--- src/logic/aidr_pkg.sv ---
// constants and types of the analog input diagnostic record
package aidr_pkg;

  // ****************************************************************
  // access modes and request widths
  // ****************************************************************
  typedef enum logic [1:0] {
    AIDR_MODE_RECORD,
    AIDR_MODE_INDEX,
    AIDR_MODE_SUBINDEX
  } aidr_mode_t;

  localparam int AIDR_REC_BYTES   = 20;
  localparam int AIDR_SHORT_BYTES = 4;
  localparam int AIDR_NCH         = 2;
  localparam int AIDR_TS_BYTES    = 4;
  localparam int AIDR_OFF_W       = 5;

  // ****************************************************************
  // selectors of the three access paths
  // ****************************************************************
  localparam logic [7:0]  AIDR_DS_FULL    = 8'h01;
  localparam logic [7:0]  AIDR_DS_SHORT   = 8'h00;
  localparam logic [15:0] AIDR_IX_FULL    = 16'h2f01;
  localparam logic [15:0] AIDR_IX_SHORT   = 16'h2f00;
  localparam logic [15:0] AIDR_ECAT_INDEX = 16'h5005;
  localparam logic [7:0]  AIDR_SX_FIRST   = 8'h02;
  localparam logic [7:0]  AIDR_SX_LAST    = 8'h11;
  localparam logic [7:0]  AIDR_SX_TS      = 8'h13;

  // ****************************************************************
  // byte positions within the record
  // ****************************************************************
  localparam logic [4:0] AIDR_B_SUMMARY = 5'h00;
  localparam logic [4:0] AIDR_B_MODINFO = 5'h01;
  localparam logic [4:0] AIDR_B_RSVD    = 5'h02;
  localparam logic [4:0] AIDR_B_DIAG    = 5'h03;
  localparam logic [4:0] AIDR_B_KIND    = 5'h04;
  localparam logic [4:0] AIDR_B_NBITS   = 5'h05;
  localparam logic [4:0] AIDR_B_NCH     = 5'h06;
  localparam logic [4:0] AIDR_B_GROUP   = 5'h07;
  localparam logic [4:0] AIDR_B_CHAN0   = 5'h08;
  localparam logic [4:0] AIDR_B_TS      = 5'h10;

  // ****************************************************************
  // fixed contents, reset values and field positions
  // ****************************************************************
  localparam logic [7:0] AIDR_MODULE_INFO  = 8'h15;
  localparam logic [7:0] AIDR_CHANNEL_KIND = 8'h71;
  localparam logic [7:0] AIDR_DIAG_BITS    = 8'h08;
  localparam logic [7:0] AIDR_CHANNELS     = 8'h02;
  localparam logic [7:0] AIDR_ZERO_BYTE    = 8'h00;
  localparam logic [31:0] AIDR_TS_RESET    = 32'h0000_0000;

  localparam int AIDR_SUM_MODFAIL  = 0;
  localparam int AIDR_SUM_INTERNAL = 1;
  localparam int AIDR_SUM_EXTERNAL = 2;
  localparam int AIDR_SUM_CHANNEL  = 3;
  localparam int AIDR_SUM_AUXSUP   = 4;
  localparam int AIDR_SUM_PARAM    = 7;
  localparam int AIDR_DIAG_BUFOVF  = 3;
  localparam int AIDR_DIAG_COMM    = 4;
  localparam int AIDR_CH_CFG       = 0;
  localparam int AIDR_CH_UNDER     = 6;
  localparam int AIDR_CH_OVER      = 7;

  // ****************************************************************
  // microsecond ticker timing
  // ****************************************************************
  localparam int AIDR_US_NS         = 1000;
  localparam int AIDR_CLK_NS        = 10;
  localparam int AIDR_TICKS_PER_US  = (AIDR_US_NS + AIDR_CLK_NS - 1) / AIDR_CLK_NS;
  localparam int AIDR_PRE_W         = 7;
  localparam logic [6:0] AIDR_PRE_LAST = 7'(AIDR_TICKS_PER_US - 1);

endpackage

--- src/logic/aidr_acc_if.sv ---
// carrier between the record top and its access decoder
`timescale 1ns/1ps
interface aidr_acc_if;
  import aidr_pkg::*;
  aidr_mode_t      mode;
  logic [15:0]     index;
  logic [7:0]      sub;
  logic [4:0]      byte_off;
  logic            hit;
  logic [4:0]      idx;

  modport req (output mode, output index, output sub, output byte_off,
               input hit, input idx);
  modport dec (input mode, input index, input sub, input byte_off,
               output hit, output idx);
endinterface

--- src/logic/aidr_top.sv ---
// read-only diagnostic record of the two-channel analog input module
//
// Contract
// - no diagnostic interrupt; channel errors light channel LED, and all errors enter the record
// - parameter error, range overflow and range underflow are detected and reported
// - record set 01h returns whole record, 00h only the first 4 bytes
// - object index 2F01h serves whole record, 2F00h the first 4 bytes
// - index 5005h; subindex 02h for summary up to 13h for timestamp
// - summary bits 0-4: module, internal, external, channel error, aux supply missing
// - summary bit 7 on parameterization error; bits 6 and 5 read zero
// - module info byte: class 0101b, bit 4 channel info present, rest reserved
// - second diagnostic byte: bit 3 buffer overflow, bit 4 communication error
// - channel kind byte reads 71h, analog input
// - diagnostic bits per channel byte reads 08h
// - channel count byte reads 02h
// - channel group byte: bit 0 group 0, bit 1 group 1 error
// - per-channel byte bit 0 on configuration or parameter assignment error
// - per-channel byte bit 6 on underflow, bit 7 on overflow
// - error bytes of channels 2 to 7 read 00h
// - a recorded diagnostic event captures the microsecond ticker into the timestamp
// - microsecond counter runs from power-on and wraps to zero after all ones
`timescale 1ns/1ps
module aidr_top (
  input  wire logic                 i_clk,          // core clock, 100 MHz
  input  wire logic                 i_rst_n,        // sync reset, active low
  input  wire logic                 i_req,          // read request, one cycle
  input  wire aidr_pkg::aidr_mode_t i_mode,         // record set, index or subindex
  input  wire logic [15:0]          i_index,        // record number or object index
  input  wire logic [7:0]           i_sub,          // subindex under index 5005h
  input  wire logic [4:0]           i_byte_off,     // byte within the selected object
  input  wire logic                 i_module_fail,  // module failure
  input  wire logic                 i_internal_err, // internal error
  input  wire logic                 i_external_err, // external error
  input  wire logic                 i_aux_missing,  // external auxiliary supply missing
  input  wire logic                 i_param_err,    // module parameterization error
  input  wire logic                 i_buf_ovf,      // internal diagnostics buffer overflow
  input  wire logic                 i_comm_err,     // internal communication error
  input  wire logic [1:0]           i_chan_cfg_err, // per-channel parameter error
  input  wire logic [1:0]           i_chan_under,   // per-channel range underflow
  input  wire logic [1:0]           i_chan_over,    // per-channel range overflow
  output logic                      o_ack,          // answer valid, one cycle
  output logic                      o_err,          // request hit no record byte
  output logic [7:0]                o_data,         // record byte read
  output logic [1:0]                o_chan_led,     // red channel error LEDs
  output logic                      o_mod_led       // red module error LED
);
  import aidr_pkg::*;

  // ****************************************************************
  // microsecond ticker
  // ****************************************************************
  logic [31:0] us_count;
  logic        us_tick;

  aidr_us_ticker u_ticker (
    .i_clk      (i_clk),
    .i_rst_n    (i_rst_n),
    .o_us_count (us_count),
    .o_us_tick  (us_tick)
  );

  // ****************************************************************
  // error capture
  // ****************************************************************
  // flags mirror the live conditions: they clear once the cause is gone
  logic [7:0] err_summary;
  logic [7:0] diag_flags;
  logic [7:0] group_err;
  logic [7:0] chan_err [AIDR_NCH];
  logic [31:0] event_ts;

  logic [7:0] next_chan_err [AIDR_NCH];
  logic [AIDR_NCH-1:0] next_chan_any;

  genvar ch;
  generate
    for (ch = 0; ch < AIDR_NCH; ch++) begin : g_chan
      assign next_chan_err[ch] = {i_chan_over[ch],
                                  i_chan_under[ch],
                                  5'h00,
                                  i_chan_cfg_err[ch]};
      assign next_chan_any[ch] = |next_chan_err[ch];
    end
  endgenerate

  wire any_chan_err = |next_chan_any;
  wire any_param    = i_param_err | (|i_chan_cfg_err);

  wire [7:0] next_summary = {any_param,
                             2'b00,
                             i_aux_missing,
                             any_chan_err,
                             i_external_err,
                             i_internal_err,
                             i_module_fail};
  wire [7:0] next_diag  = {3'b000, i_comm_err, i_buf_ovf, 3'b000};
  wire [7:0] next_group = {6'h00, next_chan_any};

  // any flag rising counts as a new diagnostic event
  wire [7:0] rise_sum   = next_summary & ~err_summary;
  wire [7:0] rise_diag  = next_diag & ~diag_flags;
  wire [7:0] rise_ch0   = next_chan_err[0] & ~chan_err[0];
  wire [7:0] rise_ch1   = next_chan_err[1] & ~chan_err[1];
  wire       diag_event = |{rise_sum, rise_diag, rise_ch0, rise_ch1};

  always_ff @(posedge i_clk) begin
    if (!i_rst_n) begin
      err_summary <= AIDR_ZERO_BYTE;
      diag_flags  <= AIDR_ZERO_BYTE;
      group_err   <= AIDR_ZERO_BYTE;
      chan_err[0] <= AIDR_ZERO_BYTE;
      chan_err[1] <= AIDR_ZERO_BYTE;
      event_ts    <= AIDR_TS_RESET;
      o_chan_led  <= 2'b00;
      o_mod_led   <= 1'b0;
    end else begin
      err_summary <= next_summary;
      diag_flags  <= next_diag;
      group_err   <= next_group;
      chan_err[0] <= next_chan_err[0];
      chan_err[1] <= next_chan_err[1];
      o_chan_led  <= next_chan_any;
      o_mod_led   <= |next_summary;
      if (diag_event) begin
        event_ts <= us_count;
      end
    end
  end

  // ****************************************************************
  // record image
  // ****************************************************************
  logic [7:0] rec_byte [AIDR_REC_BYTES];

  assign rec_byte[AIDR_B_SUMMARY] = err_summary;
  assign rec_byte[AIDR_B_MODINFO] = AIDR_MODULE_INFO;
  assign rec_byte[AIDR_B_RSVD]    = AIDR_ZERO_BYTE;
  assign rec_byte[AIDR_B_DIAG]    = diag_flags;
  assign rec_byte[AIDR_B_KIND]    = AIDR_CHANNEL_KIND;
  assign rec_byte[AIDR_B_NBITS]   = AIDR_DIAG_BITS;
  assign rec_byte[AIDR_B_NCH]     = AIDR_CHANNELS;
  assign rec_byte[AIDR_B_GROUP]   = group_err;

  genvar rb;
  generate
    for (rb = 0; rb < 8; rb++) begin : g_chan_byte
      if (rb < AIDR_NCH) begin : g_live
        assign rec_byte[AIDR_B_CHAN0 + rb] = chan_err[rb];
      end else begin : g_unused
        assign rec_byte[AIDR_B_CHAN0 + rb] = AIDR_ZERO_BYTE;
      end
    end
    // timestamp least significant byte first
    for (rb = 0; rb < AIDR_TS_BYTES; rb++) begin : g_ts_byte
      assign rec_byte[AIDR_B_TS + rb] = event_ts[8*rb +: 8];
    end
  endgenerate

  // ****************************************************************
  // read access
  // ****************************************************************
  aidr_acc_if acc ();

  assign acc.mode     = i_mode;
  assign acc.index    = i_index;
  assign acc.sub      = i_sub;
  assign acc.byte_off = i_byte_off;

  aidr_access_decode u_decode (
    .acc (acc)
  );

  wire [7:0] rd_byte = acc.hit ? rec_byte[acc.idx] : AIDR_ZERO_BYTE;

  // reads have no side effect on the record
  always_ff @(posedge i_clk) begin
    if (!i_rst_n) begin
      o_ack  <= 1'b0;
      o_err  <= 1'b0;
      o_data <= AIDR_ZERO_BYTE;
    end else begin
      o_ack  <= i_req;
      o_err  <= i_req & ~acc.hit;
      if (i_req) begin
        o_data <= rd_byte;
      end
    end
  end

  // marks the first edge after reset, so $past never looks into reset
  logic pst_ok;

  always_ff @(posedge i_clk) begin
    if (!i_rst_n) begin
      pst_ok <= 1'b0;
    end else begin
      pst_ok <= 1'b1;
    end
  end
endmodule

--- src/logic/aidr_us_ticker.sv ---
// free-running microsecond ticker with its clock prescaler
`timescale 1ns/1ps
module aidr_us_ticker (
  input  wire logic        i_clk,      // core clock
  input  wire logic        i_rst_n,    // sync reset, active low
  output logic [31:0]      o_us_count, // microseconds since power-on
  output logic             o_us_tick   // one-cycle pulse per microsecond
);
  import aidr_pkg::*;

  logic [AIDR_PRE_W-1:0] pre;
  wire                   pre_wrap = (pre == AIDR_PRE_LAST);
  wire [AIDR_PRE_W-1:0]  next_pre = pre_wrap ? '0 : pre + 7'h01;
  // natural 32-bit overflow gives the wrap to zero
  wire [31:0]            next_us  = o_us_count + 32'h0000_0001;

  always_ff @(posedge i_clk) begin
    if (!i_rst_n) begin
      pre        <= '0;
      o_us_count <= AIDR_TS_RESET;
      o_us_tick  <= 1'b0;
    end else begin
      pre       <= next_pre;
      o_us_tick <= pre_wrap;
      if (pre_wrap) begin
        o_us_count <= next_us;
      end
    end
  end
endmodule

--- src/logic/aidr_access_decode.sv ---
// maps a record-set, object-index or subindex request to a record byte
`timescale 1ns/1ps
module aidr_access_decode (
  aidr_acc_if.dec acc // request in, byte position out
);
  import aidr_pkg::*;

  wire full_ok  = ({27'h0, acc.byte_off} < AIDR_REC_BYTES);
  wire short_ok = ({27'h0, acc.byte_off} < AIDR_SHORT_BYTES);
  wire ts_ok    = ({27'h0, acc.byte_off} < AIDR_TS_BYTES);

  wire rec_hit = (acc.index[15:8] == 8'h00) &&
                 (((acc.index[7:0] == AIDR_DS_FULL) && full_ok) ||
                  ((acc.index[7:0] == AIDR_DS_SHORT) && short_ok));
  wire ix_hit  = ((acc.index == AIDR_IX_FULL) && full_ok) ||
                 ((acc.index == AIDR_IX_SHORT) && short_ok);
  wire sx_ecat = (acc.index == AIDR_ECAT_INDEX);
  wire sx_byte = sx_ecat && (acc.sub >= AIDR_SX_FIRST) && (acc.sub <= AIDR_SX_LAST) &&
                 (acc.byte_off == 5'h00);
  wire sx_ts   = sx_ecat && (acc.sub == AIDR_SX_TS) && ts_ok;
  wire [4:0] sx_idx = sx_ts ? AIDR_B_TS + acc.byte_off
                            : 5'(acc.sub - AIDR_SX_FIRST);

  always_comb begin
    acc.hit = 1'b0;
    acc.idx = 5'h00;
    unique case (acc.mode)
      AIDR_MODE_RECORD: begin
        acc.hit = rec_hit;
        acc.idx = rec_hit ? acc.byte_off : 5'h00;
      end
      AIDR_MODE_INDEX: begin
        acc.hit = ix_hit;
        acc.idx = ix_hit ? acc.byte_off : 5'h00;
      end
      AIDR_MODE_SUBINDEX: begin
        acc.hit = sx_byte || sx_ts;
        acc.idx = (sx_byte || sx_ts) ? sx_idx : 5'h00;
      end
      default: begin
        acc.hit = 1'b0;
        acc.idx = 5'h00;
      end
    endcase
  end
endmodule

--- config.mk ---
export PLATFORM = sky130hd
export DESIGN_NAME = aidr_top
export DESIGN_NICKNAME = d
export VERILOG_FILES = /design/src/logic/aidr_pkg.sv /design/src/logic/aidr_acc_if.sv /design/src/logic/aidr_top.sv /design/src/logic/aidr_us_ticker.sv /design/src/logic/aidr_access_decode.sv
export SDC_FILE = /design/constraint.sdc
export NUM_CORES = 1
export LEC_CHECK = 0
export ABC_AREA = 1
export CELL_PAD_IN_SITES_DETAIL_PLACEMENT = 0
export CELL_PAD_IN_SITES_GLOBAL_PLACEMENT = 1
export CORE_MARGIN = 5
export CORE_UTILIZATION = 45
export DETAILED_ROUTE_END_ITERATION = 6
export DONT_BUFFER_PORTS = 1
export GPL_TIMING_DRIVEN = 0
export PLACE_DENSITY = 0.82
export SYNTH_ARGS = -nofsm -noshare
export SYNTH_HDL_FRONTEND = slang
export SYNTH_SLANG_ARGS = --single-unit
export TNS_END_PERCENT = 10
--- constraint.sdc ---
create_clock -name i_clk -period 2.45 [get_ports i_clk]
set_clock_uncertainty 0.15 [all_clocks]
set_input_delay 0.49 -clock i_clk [delete_from_list [all_inputs] [get_ports i_clk]]
set_output_delay 0.49 -clock i_clk [all_outputs]
set_load 0.02 [all_outputs]
### Word level (Yosys, flattened, before mapping)

Memory sizes are Yosys's and may differ from the RTL's.
Cells that the tools add are included.

* add/sub/neg operators: 4
* reduce and logical (&&, ||, !) cells: 24
* order comparisons: 5
* muxes and demuxes: 14
* bitwise logic cells: 15
* equality and inequality tests: 8

Operator list (number)
* 8-bit binary-select mux with 5-bit select: 1
* 32-bit by 1-bit adder with 32-bit output (second input constant): 1
* 16-bit by 14-bit == test with 1-bit output (second input constant): 2
* 8-bit NOT: 4
* 32-bit OR reduction: 1
* 8-bit AND: 3
* 8-bit two-way mux: 3
* 5-bit two-way mux: 4
* 16-bit by 15-bit == test with 1-bit output (second input constant): 1
* 8-bit logical NOT: 2
* 5-bit case mux with 3 select lines: 1
* 11-bit OR reduction: 1
* 1-bit logical AND: 10
* 5-bit by 8-bit AND with 8-bit output: 1
* 8-bit by 1-bit == test with 1-bit output (second input constant): 1
* 8-bit by 5-bit == test with 1-bit output (second input constant): 1
* 8-bit by 2-bit greater-or-equal comparator with 1-bit output (second input constant): 1
* 8-bit by 5-bit <= comparator with 1-bit output (second input constant): 1
* 7-bit by 1-bit adder with 7-bit output (second input constant): 1
* 7-bit == test (second input constant): 1
* 6-bit greater-or-equal comparator (second input constant): 1
* 3-bit two-way mux: 2
* 5-bit NOT with 6-bit output: 1
* 3-bit OR reduction: 2
* other kinds (16): 23

* output and inout bits: 13
* memories kept: 1
* word-level logic and storage cells: 84
* flip-flop bits (word level): 106
* memory bits (writable): 6
* input port bits: 47

Memory list
* chan_err: depth 2, width 3, rd ports 2, clocked after memory_dff 0, wr ports 2, RTL line aidr_top.sv:69 `logic [7:0] chan_err [AIDR_NCH];`

### Longest topological paths before layout

* depth after elaboration: 12
* mapped depth: 20
* mapped depth without buffers: 19

### Modules after synthesis

A second synthesis with hierarchy kept.

* cells, all modules: 901
* area total of the unflattened synthesis: 5606.6 um2

By module, submodules not included
* aidr_top: times used 1, area each 2979.1 um2, cells an instance 471, seq. area each 1181.1 um2
* aidr_us_ticker: times used 1, area each 2212.1 um2, cells an instance 339, seq. area each 800.8 um2
* aidr_access_decode: times used 1, area each 415.4 um2, cells an instance 91, seq. area each 0.0 um2

### Worst setup path before layout

No wires, ideal clock.

* kind: input -> register
* start point: input port i_sub[7]
* end point: register o_data[2]
* data required time: 2.166 ns
* library setup time: 0.134 ns
* path slack: 0.250 ns
* cell stages on the path: 13
* path buffers: 1
* data arrival time: 1.916 ns
* cell sequence: nor2_2 -> nand3_1 -> or2_2 -> nor2_1 -> nor2_1 -> nand3_2 -> nand2_4 -> buf_8 -> or2_2 -> o211ai_1 -> nand3_1 -> nand2_1 -> a21oi_1

* cells in the longest elaborated chain, start to end: 12
* elaborated cells between the ends (all ways): 18
* those cells by class: order compare: 2; eq/ne: 1; mux: 8; bitwise: 1; reduce/logical: 6

Ends and longest elaborated chain
* start, declared: RTL line aidr_top.sv:29 `input wire logic [7:0] i_sub,`
* 8-bit by 2-bit greater-or-equal comparator with 1-bit output: RTL line aidr_access_decode.sv:18 `wire sx_byte = sx_ecat && (acc.sub >= AIDR_SX_FIRST) && (acc.sub <= AIDR_SX_LAST) &&`
* 1-bit logical AND (3 in series): RTL line aidr_access_decode.sv:18
* 1-bit logical OR: RTL line aidr_access_decode.sv:37, aidr_access_decode.sv:38
* 5-bit two-way mux: RTL line aidr_access_decode.sv:38 `acc.idx = (sx_byte || sx_ts) ? sx_idx : 5'h00;`
* 5-bit case mux with 3 select lines: RTL line aidr_access_decode.sv:27 `unique case (acc.mode)`
* 5-bit NOT with 6-bit output (implied by the code): RTL line aidr_top.sv:173 `wire [7:0] rd_byte = acc.hit ? rec_byte[acc.idx] : AIDR_ZERO_BYTE;`
* 8-bit binary-select mux with 5-bit select: RTL line aidr_top.sv:173
* 8-bit two-way mux (implied by the code) (2 in series): RTL line aidr_top.sv:173
* 8-bit two-way mux (*): RTL line aidr_top.sv:173
* end signal, assigned: RTL line aidr_top.sv:185 `o_data <= rd_byte;`
* end, declared: RTL line aidr_top.sv:43 `output logic [7:0] o_data,`

Every way passes the cells marked *; elsewhere a longest branch is shown, timed or not. The select of a mux whose other input is x is not followed.
A chain may end at the register's enable or synchronous reset.

### Final worst setup path

* start point: register u_ticker.pre[0]
* end point: register u_ticker.o_us_count[15]

* cells in the longest elaborated chain, start to end: 1

Ends and longest elaborated chain
* start, declared: RTL line aidr_us_ticker.sv:11 `logic [AIDR_PRE_W-1:0] pre;`
* start signal, assigned: RTL line aidr_us_ticker.sv:23 `pre <= next_pre;`
* 7-bit == test: RTL line aidr_us_ticker.sv:12 `wire pre_wrap = (pre == AIDR_PRE_LAST);`
* end signal, assigned: RTL line aidr_us_ticker.sv:26 `o_us_count <= next_us;`
* end, declared: RTL line aidr_us_ticker.sv:6 `output logic [31:0] o_us_count,`

No other way between the ends.

==> results.md <==
Run status:
- The run finished with clean final reports.

STA:
- The total of endpoints with negative setup slack in the final report is 0.
- Counting I/O delays and the setup requirement, the final critical path takes 2.35 ns.
- The max-slew violation total from the final report came to 0.
- The actual slew at the worst max-slew pin is 0.818 ns.
- The number of hold-slack violations in the final timing report is 0.
- The relative slew slack is 0.455.
- The timing-limited maximum frequency is 426 MHz.
- Adding up every negative setup slack in the final design gives 0 ns.
- The fraction of the cycle the final worst path needs is 0.958.

Pwr:
- For this design the static power due to leakage is 2.42 nW.
- The ratio of total power to cell area is 541 nW/um2.
- The maximum vdd drop is 0.000537 V.

Critical path:
- Data on the critical path is required at its endpoint by 2.52 ns.
- The setup slack of the most critical reg-to-reg path is 0.10 ns.
- The startpoint of the worst setup timing path is u_ticker.pre[0].
- The source of the worst register-to-register timing path is u_ticker.pre[0].
- STA classifies the critical path endpoint as a register.
- The critical path arrival is 2.41 ns.
- The top fanout value on the critical path is 5.
- The category of the most critical setup path is reg2reg.
- STA classifies the critical path startpoint as a register.

Clocking:
- The clock latency on the worst-skew pair is 0.35 ns.
- The H-tree was split into 3 levels.
- The number of clock sinks is 98.
- The master cell of the clock root buffer is sky130_fd_sc_hd__clkbuf_16.
- The post-CTS clock slew at the launch and capture registers of the worst setup and hold paths is 0.07 ns.
- TritonCTS created 9 clock buffers.
- The clock passes through at most 2 buffers.
- The hold-fix buffer count after cts is 0.
- The clock tree from TritonCTS is done.

Synthesis:
- The synthesized area divided by synthesized cell count is 6.52 um2.
- The synthesized instance count is 817.
- The number of distinct library cell variants in the gate-level netlist after synthesis is 40.
- The area fraction of the dominant cell type after synthesis is 0.369.
- The share of async-settable or async-resettable flops after synthesis is 0.
- The number of synthesis warnings is 0.
- The share of the Yosys chip area taken by registers is 0.369.
- The number of nets in the synthesized netlist is 867.
- The flip-flop cell with the highest count after synthesis is sky130_fd_sc_hd__dfxtp_1.
- The library cell with the largest summed area after synthesis is sky130_fd_sc_hd__dfxtp_1.
- Yosys attributes the largest share of cell area to sky130_fd_sc_hd__dfxtp_1 (37%), sky130_fd_sc_hd__nand2_1 (15%), sky130_fd_sc_hd__inv_1 (7.6%).
- The synthesized flop and latch total is 98.
- In this run the cell area of the synthesized design comes to 5320 um2.
- The most common cell in the netlist is sky130_fd_sc_hd__nand2_1.
- The number of flops mapped to enable cells by yosys is 0.
- After synthesis, the most frequently instantiated cells are sky130_fd_sc_hd__nand2_1 (219), sky130_fd_sc_hd__inv_1 (108), sky130_fd_sc_hd__dfxtp_1 (98).

Die:
- The starting density of the core is 0.462.
- The floorplan die width is 119 um.
- 60 I/O pins were placed.
- The floorplan die area is 14100 um2.
- The die height is 119 um.
- The standard-cell row count is 39.
- The area of the core is 11500 um2.

Global route:
- In the global route stage, overall resource usage came out at 0.215.
- The via count of the first global-routing pass is 4814.
- The initial antenna violation count is 0.
- The first global-routing pass estimated 24600 um of wire.
- After global routing the overflow that remains totals 0.
- The largest net degree at the start of global routing is 17.

Min path:
- In this run the worst hold path is classified as in2reg.
- The startpoint of the worst hold path is i_chan_cfg_err[0].

Drt:
- The via density per instance is 5.30.
- The count of nets left with antenna violations once routing finished came out at 0.
- After the first detailed-routing iteration, the DRC count stood at 441.
- The detailed router placed 5202 vias in this run.
- The number of detailed-routing iterations run before antenna repair is 5.
- After detailed routing, the average wire length per cell comes to 15.4 um.
- The DRC violation count after routing is 0.
- The routed design has 15100 um of wire.

Layout:
- The ratio of cells with drive above 1 in the final layout is 0.0919.
- From synthesis to final layout, the design area changed by 11.9%.
- The net count of the finished layout is 883.
- Counting the fill cells in the layout gives 1194.
- The repair_antennas step left the layout with diodes totalling 0.
- The final cell area excluding filler cells is 5960 um2.

Flow run:
- The tool flagged a number of max-cap violations equal to 0.

Placed design:
- The count of buffers added on input and output ports is 0.
- The detailed-placement wirelength estimate is 11700 um.
- After detailed placement, the total cell area comes to 5500 um2.
- The weighted congestion at the end of routability-driven global placement is 0.894.
[metrics by stage]
stage          power (mW)  setup slack (ns)  hold slack (ns)  std cells   util
2_1_floorplan        1.78             0.250            0.268        817      -
3_3_place_gp         1.82           -0.0978            0.277        960  0.478
6_report             3.22             0.104           0.0828        981  0.517
4_1_cts              3.25            0.0119           0.0716        977  0.505
5_1_grt              3.34           -0.0525           0.0817        981  0.517
3_5_place_dp         1.83            -0.110            0.293        960  0.478
[registers in the layout, summed over array words and instances (netlist names)]
signal	count
o_ack	1
o_data	8
chan_err	6
err_summary	6
o_mod_led	1
group_err	2
u_ticker.pre	7
u_ticker.o_us_count	32
o_err	1
event_ts	32
diag_flags	2
[cell usage in the layout (no fill, tap or decap), types with 18 or more instances in the layout]
cell type | netlist | final
sky130_fd_sc_hd__nand2_1 | 219 | 216
sky130_fd_sc_hd__inv_1 | 108 | 108
sky130_fd_sc_hd__dfxtp_1 | 98 | 96
sky130_fd_sc_hd__nor2_1 | 74 | 71
sky130_fd_sc_hd__a21oi_1 | 59 | 59
sky130_fd_sc_hd__o21ai_0 | 52 | 51
sky130_fd_sc_hd__nand3_1 | 44 | 41
sky130_fd_sc_hd__nand4_1 | 24 | 24
sky130_fd_sc_hd__nor3_1 | 23 | 20
sky130_fd_sc_hd__clkbuf_1 | 18 | 18
[what timing repair did]
item                       CTS  global route
resized for setup            2            28
setup endpoints to repair    3            13
buffers inserted             1             4
pin swaps                    0             9
[logic make-up (layout without fill, tap and decap cells)]
| kind of cell | after synthesis | after routing | synth area share |
|---|---|---|---|
| DFF | 98 | 98 | 0.369 |
| buffers and inverters | 136 | 157 | 0.102 |
| and+or+nand+nor | 433 | 433 | 0.365 |
| adders and majority gates | 3 | 3 | 0.00705 |
| AOI/OAI and AO/OA | 133 | 133 | 0.134 |
| xor gates and xnor gates | 14 | 14 | 0.0230 |
[area by class of cell]
cell class,instances,area [um2],share of cell area
Clock inverter,6,65.1,0.0109
Inverter,114,428,0.0718
Multi-Input combinational cell,583,2930,0.492
Timing Repair Buffer,5,41.3,0.00693
Sequential cell,98,1960,0.330
Buffer,22,118,0.0197
Clock buffer,10,229,0.0384
Tap cell,143,179,0.0300
[worst max-delay path, stage by stage, from the launching register on]
cell and delay (ns):
sky130_fd_sc_hd__dfxtp_2 0.36, sky130_fd_sc_hd__ha_4 0.15, sky130_fd_sc_hd__nand2_4 0.05, sky130_fd_sc_hd__nor2_4 0.11, sky130_fd_sc_hd__nand3_4 0.14, sky130_fd_sc_hd__nor3_4 0.20, sky130_fd_sc_hd__nand3_2 0.13, sky130_fd_sc_hd__nor2_4 0.16
sky130_fd_sc_hd__nand3_4 0.10, sky130_fd_sc_hd__nor2_4 0.16, sky130_fd_sc_hd__buf_6 0.12, sky130_fd_sc_hd__nand2_2 0.06, sky130_fd_sc_hd__nor2_2 0.12, sky130_fd_sc_hd__xor2_1 0.14, sky130_fd_sc_hd__nor2_1 0.05
[where the power goes]
part           switching, mW  leakage, nW  internal [mW]
clock network          0.632        0.143          0.796
registers             0.0197        0.796           1.61
logic                  0.110         1.48         0.0511
[final timing paths]
path | endpoint | depth (start not counted)
max | u_ticker.o_us_count[15] | 14
min | chan_err[0][0] | 2
max reg2reg | u_ticker.o_us_count[15] | 14
min reg2reg | u_ticker.pre[0] | 1
[layer usage]
layer  part of all wire  vias up  track usage
met5                  0        -            0
met4              0.021        0       0.0746
met2               0.43      121        0.320
li1                   -     2678            -
met1               0.50     2381        0.314
met3              0.043       22       0.0382
No activity file was read; power rests on OpenSTA's default activity.
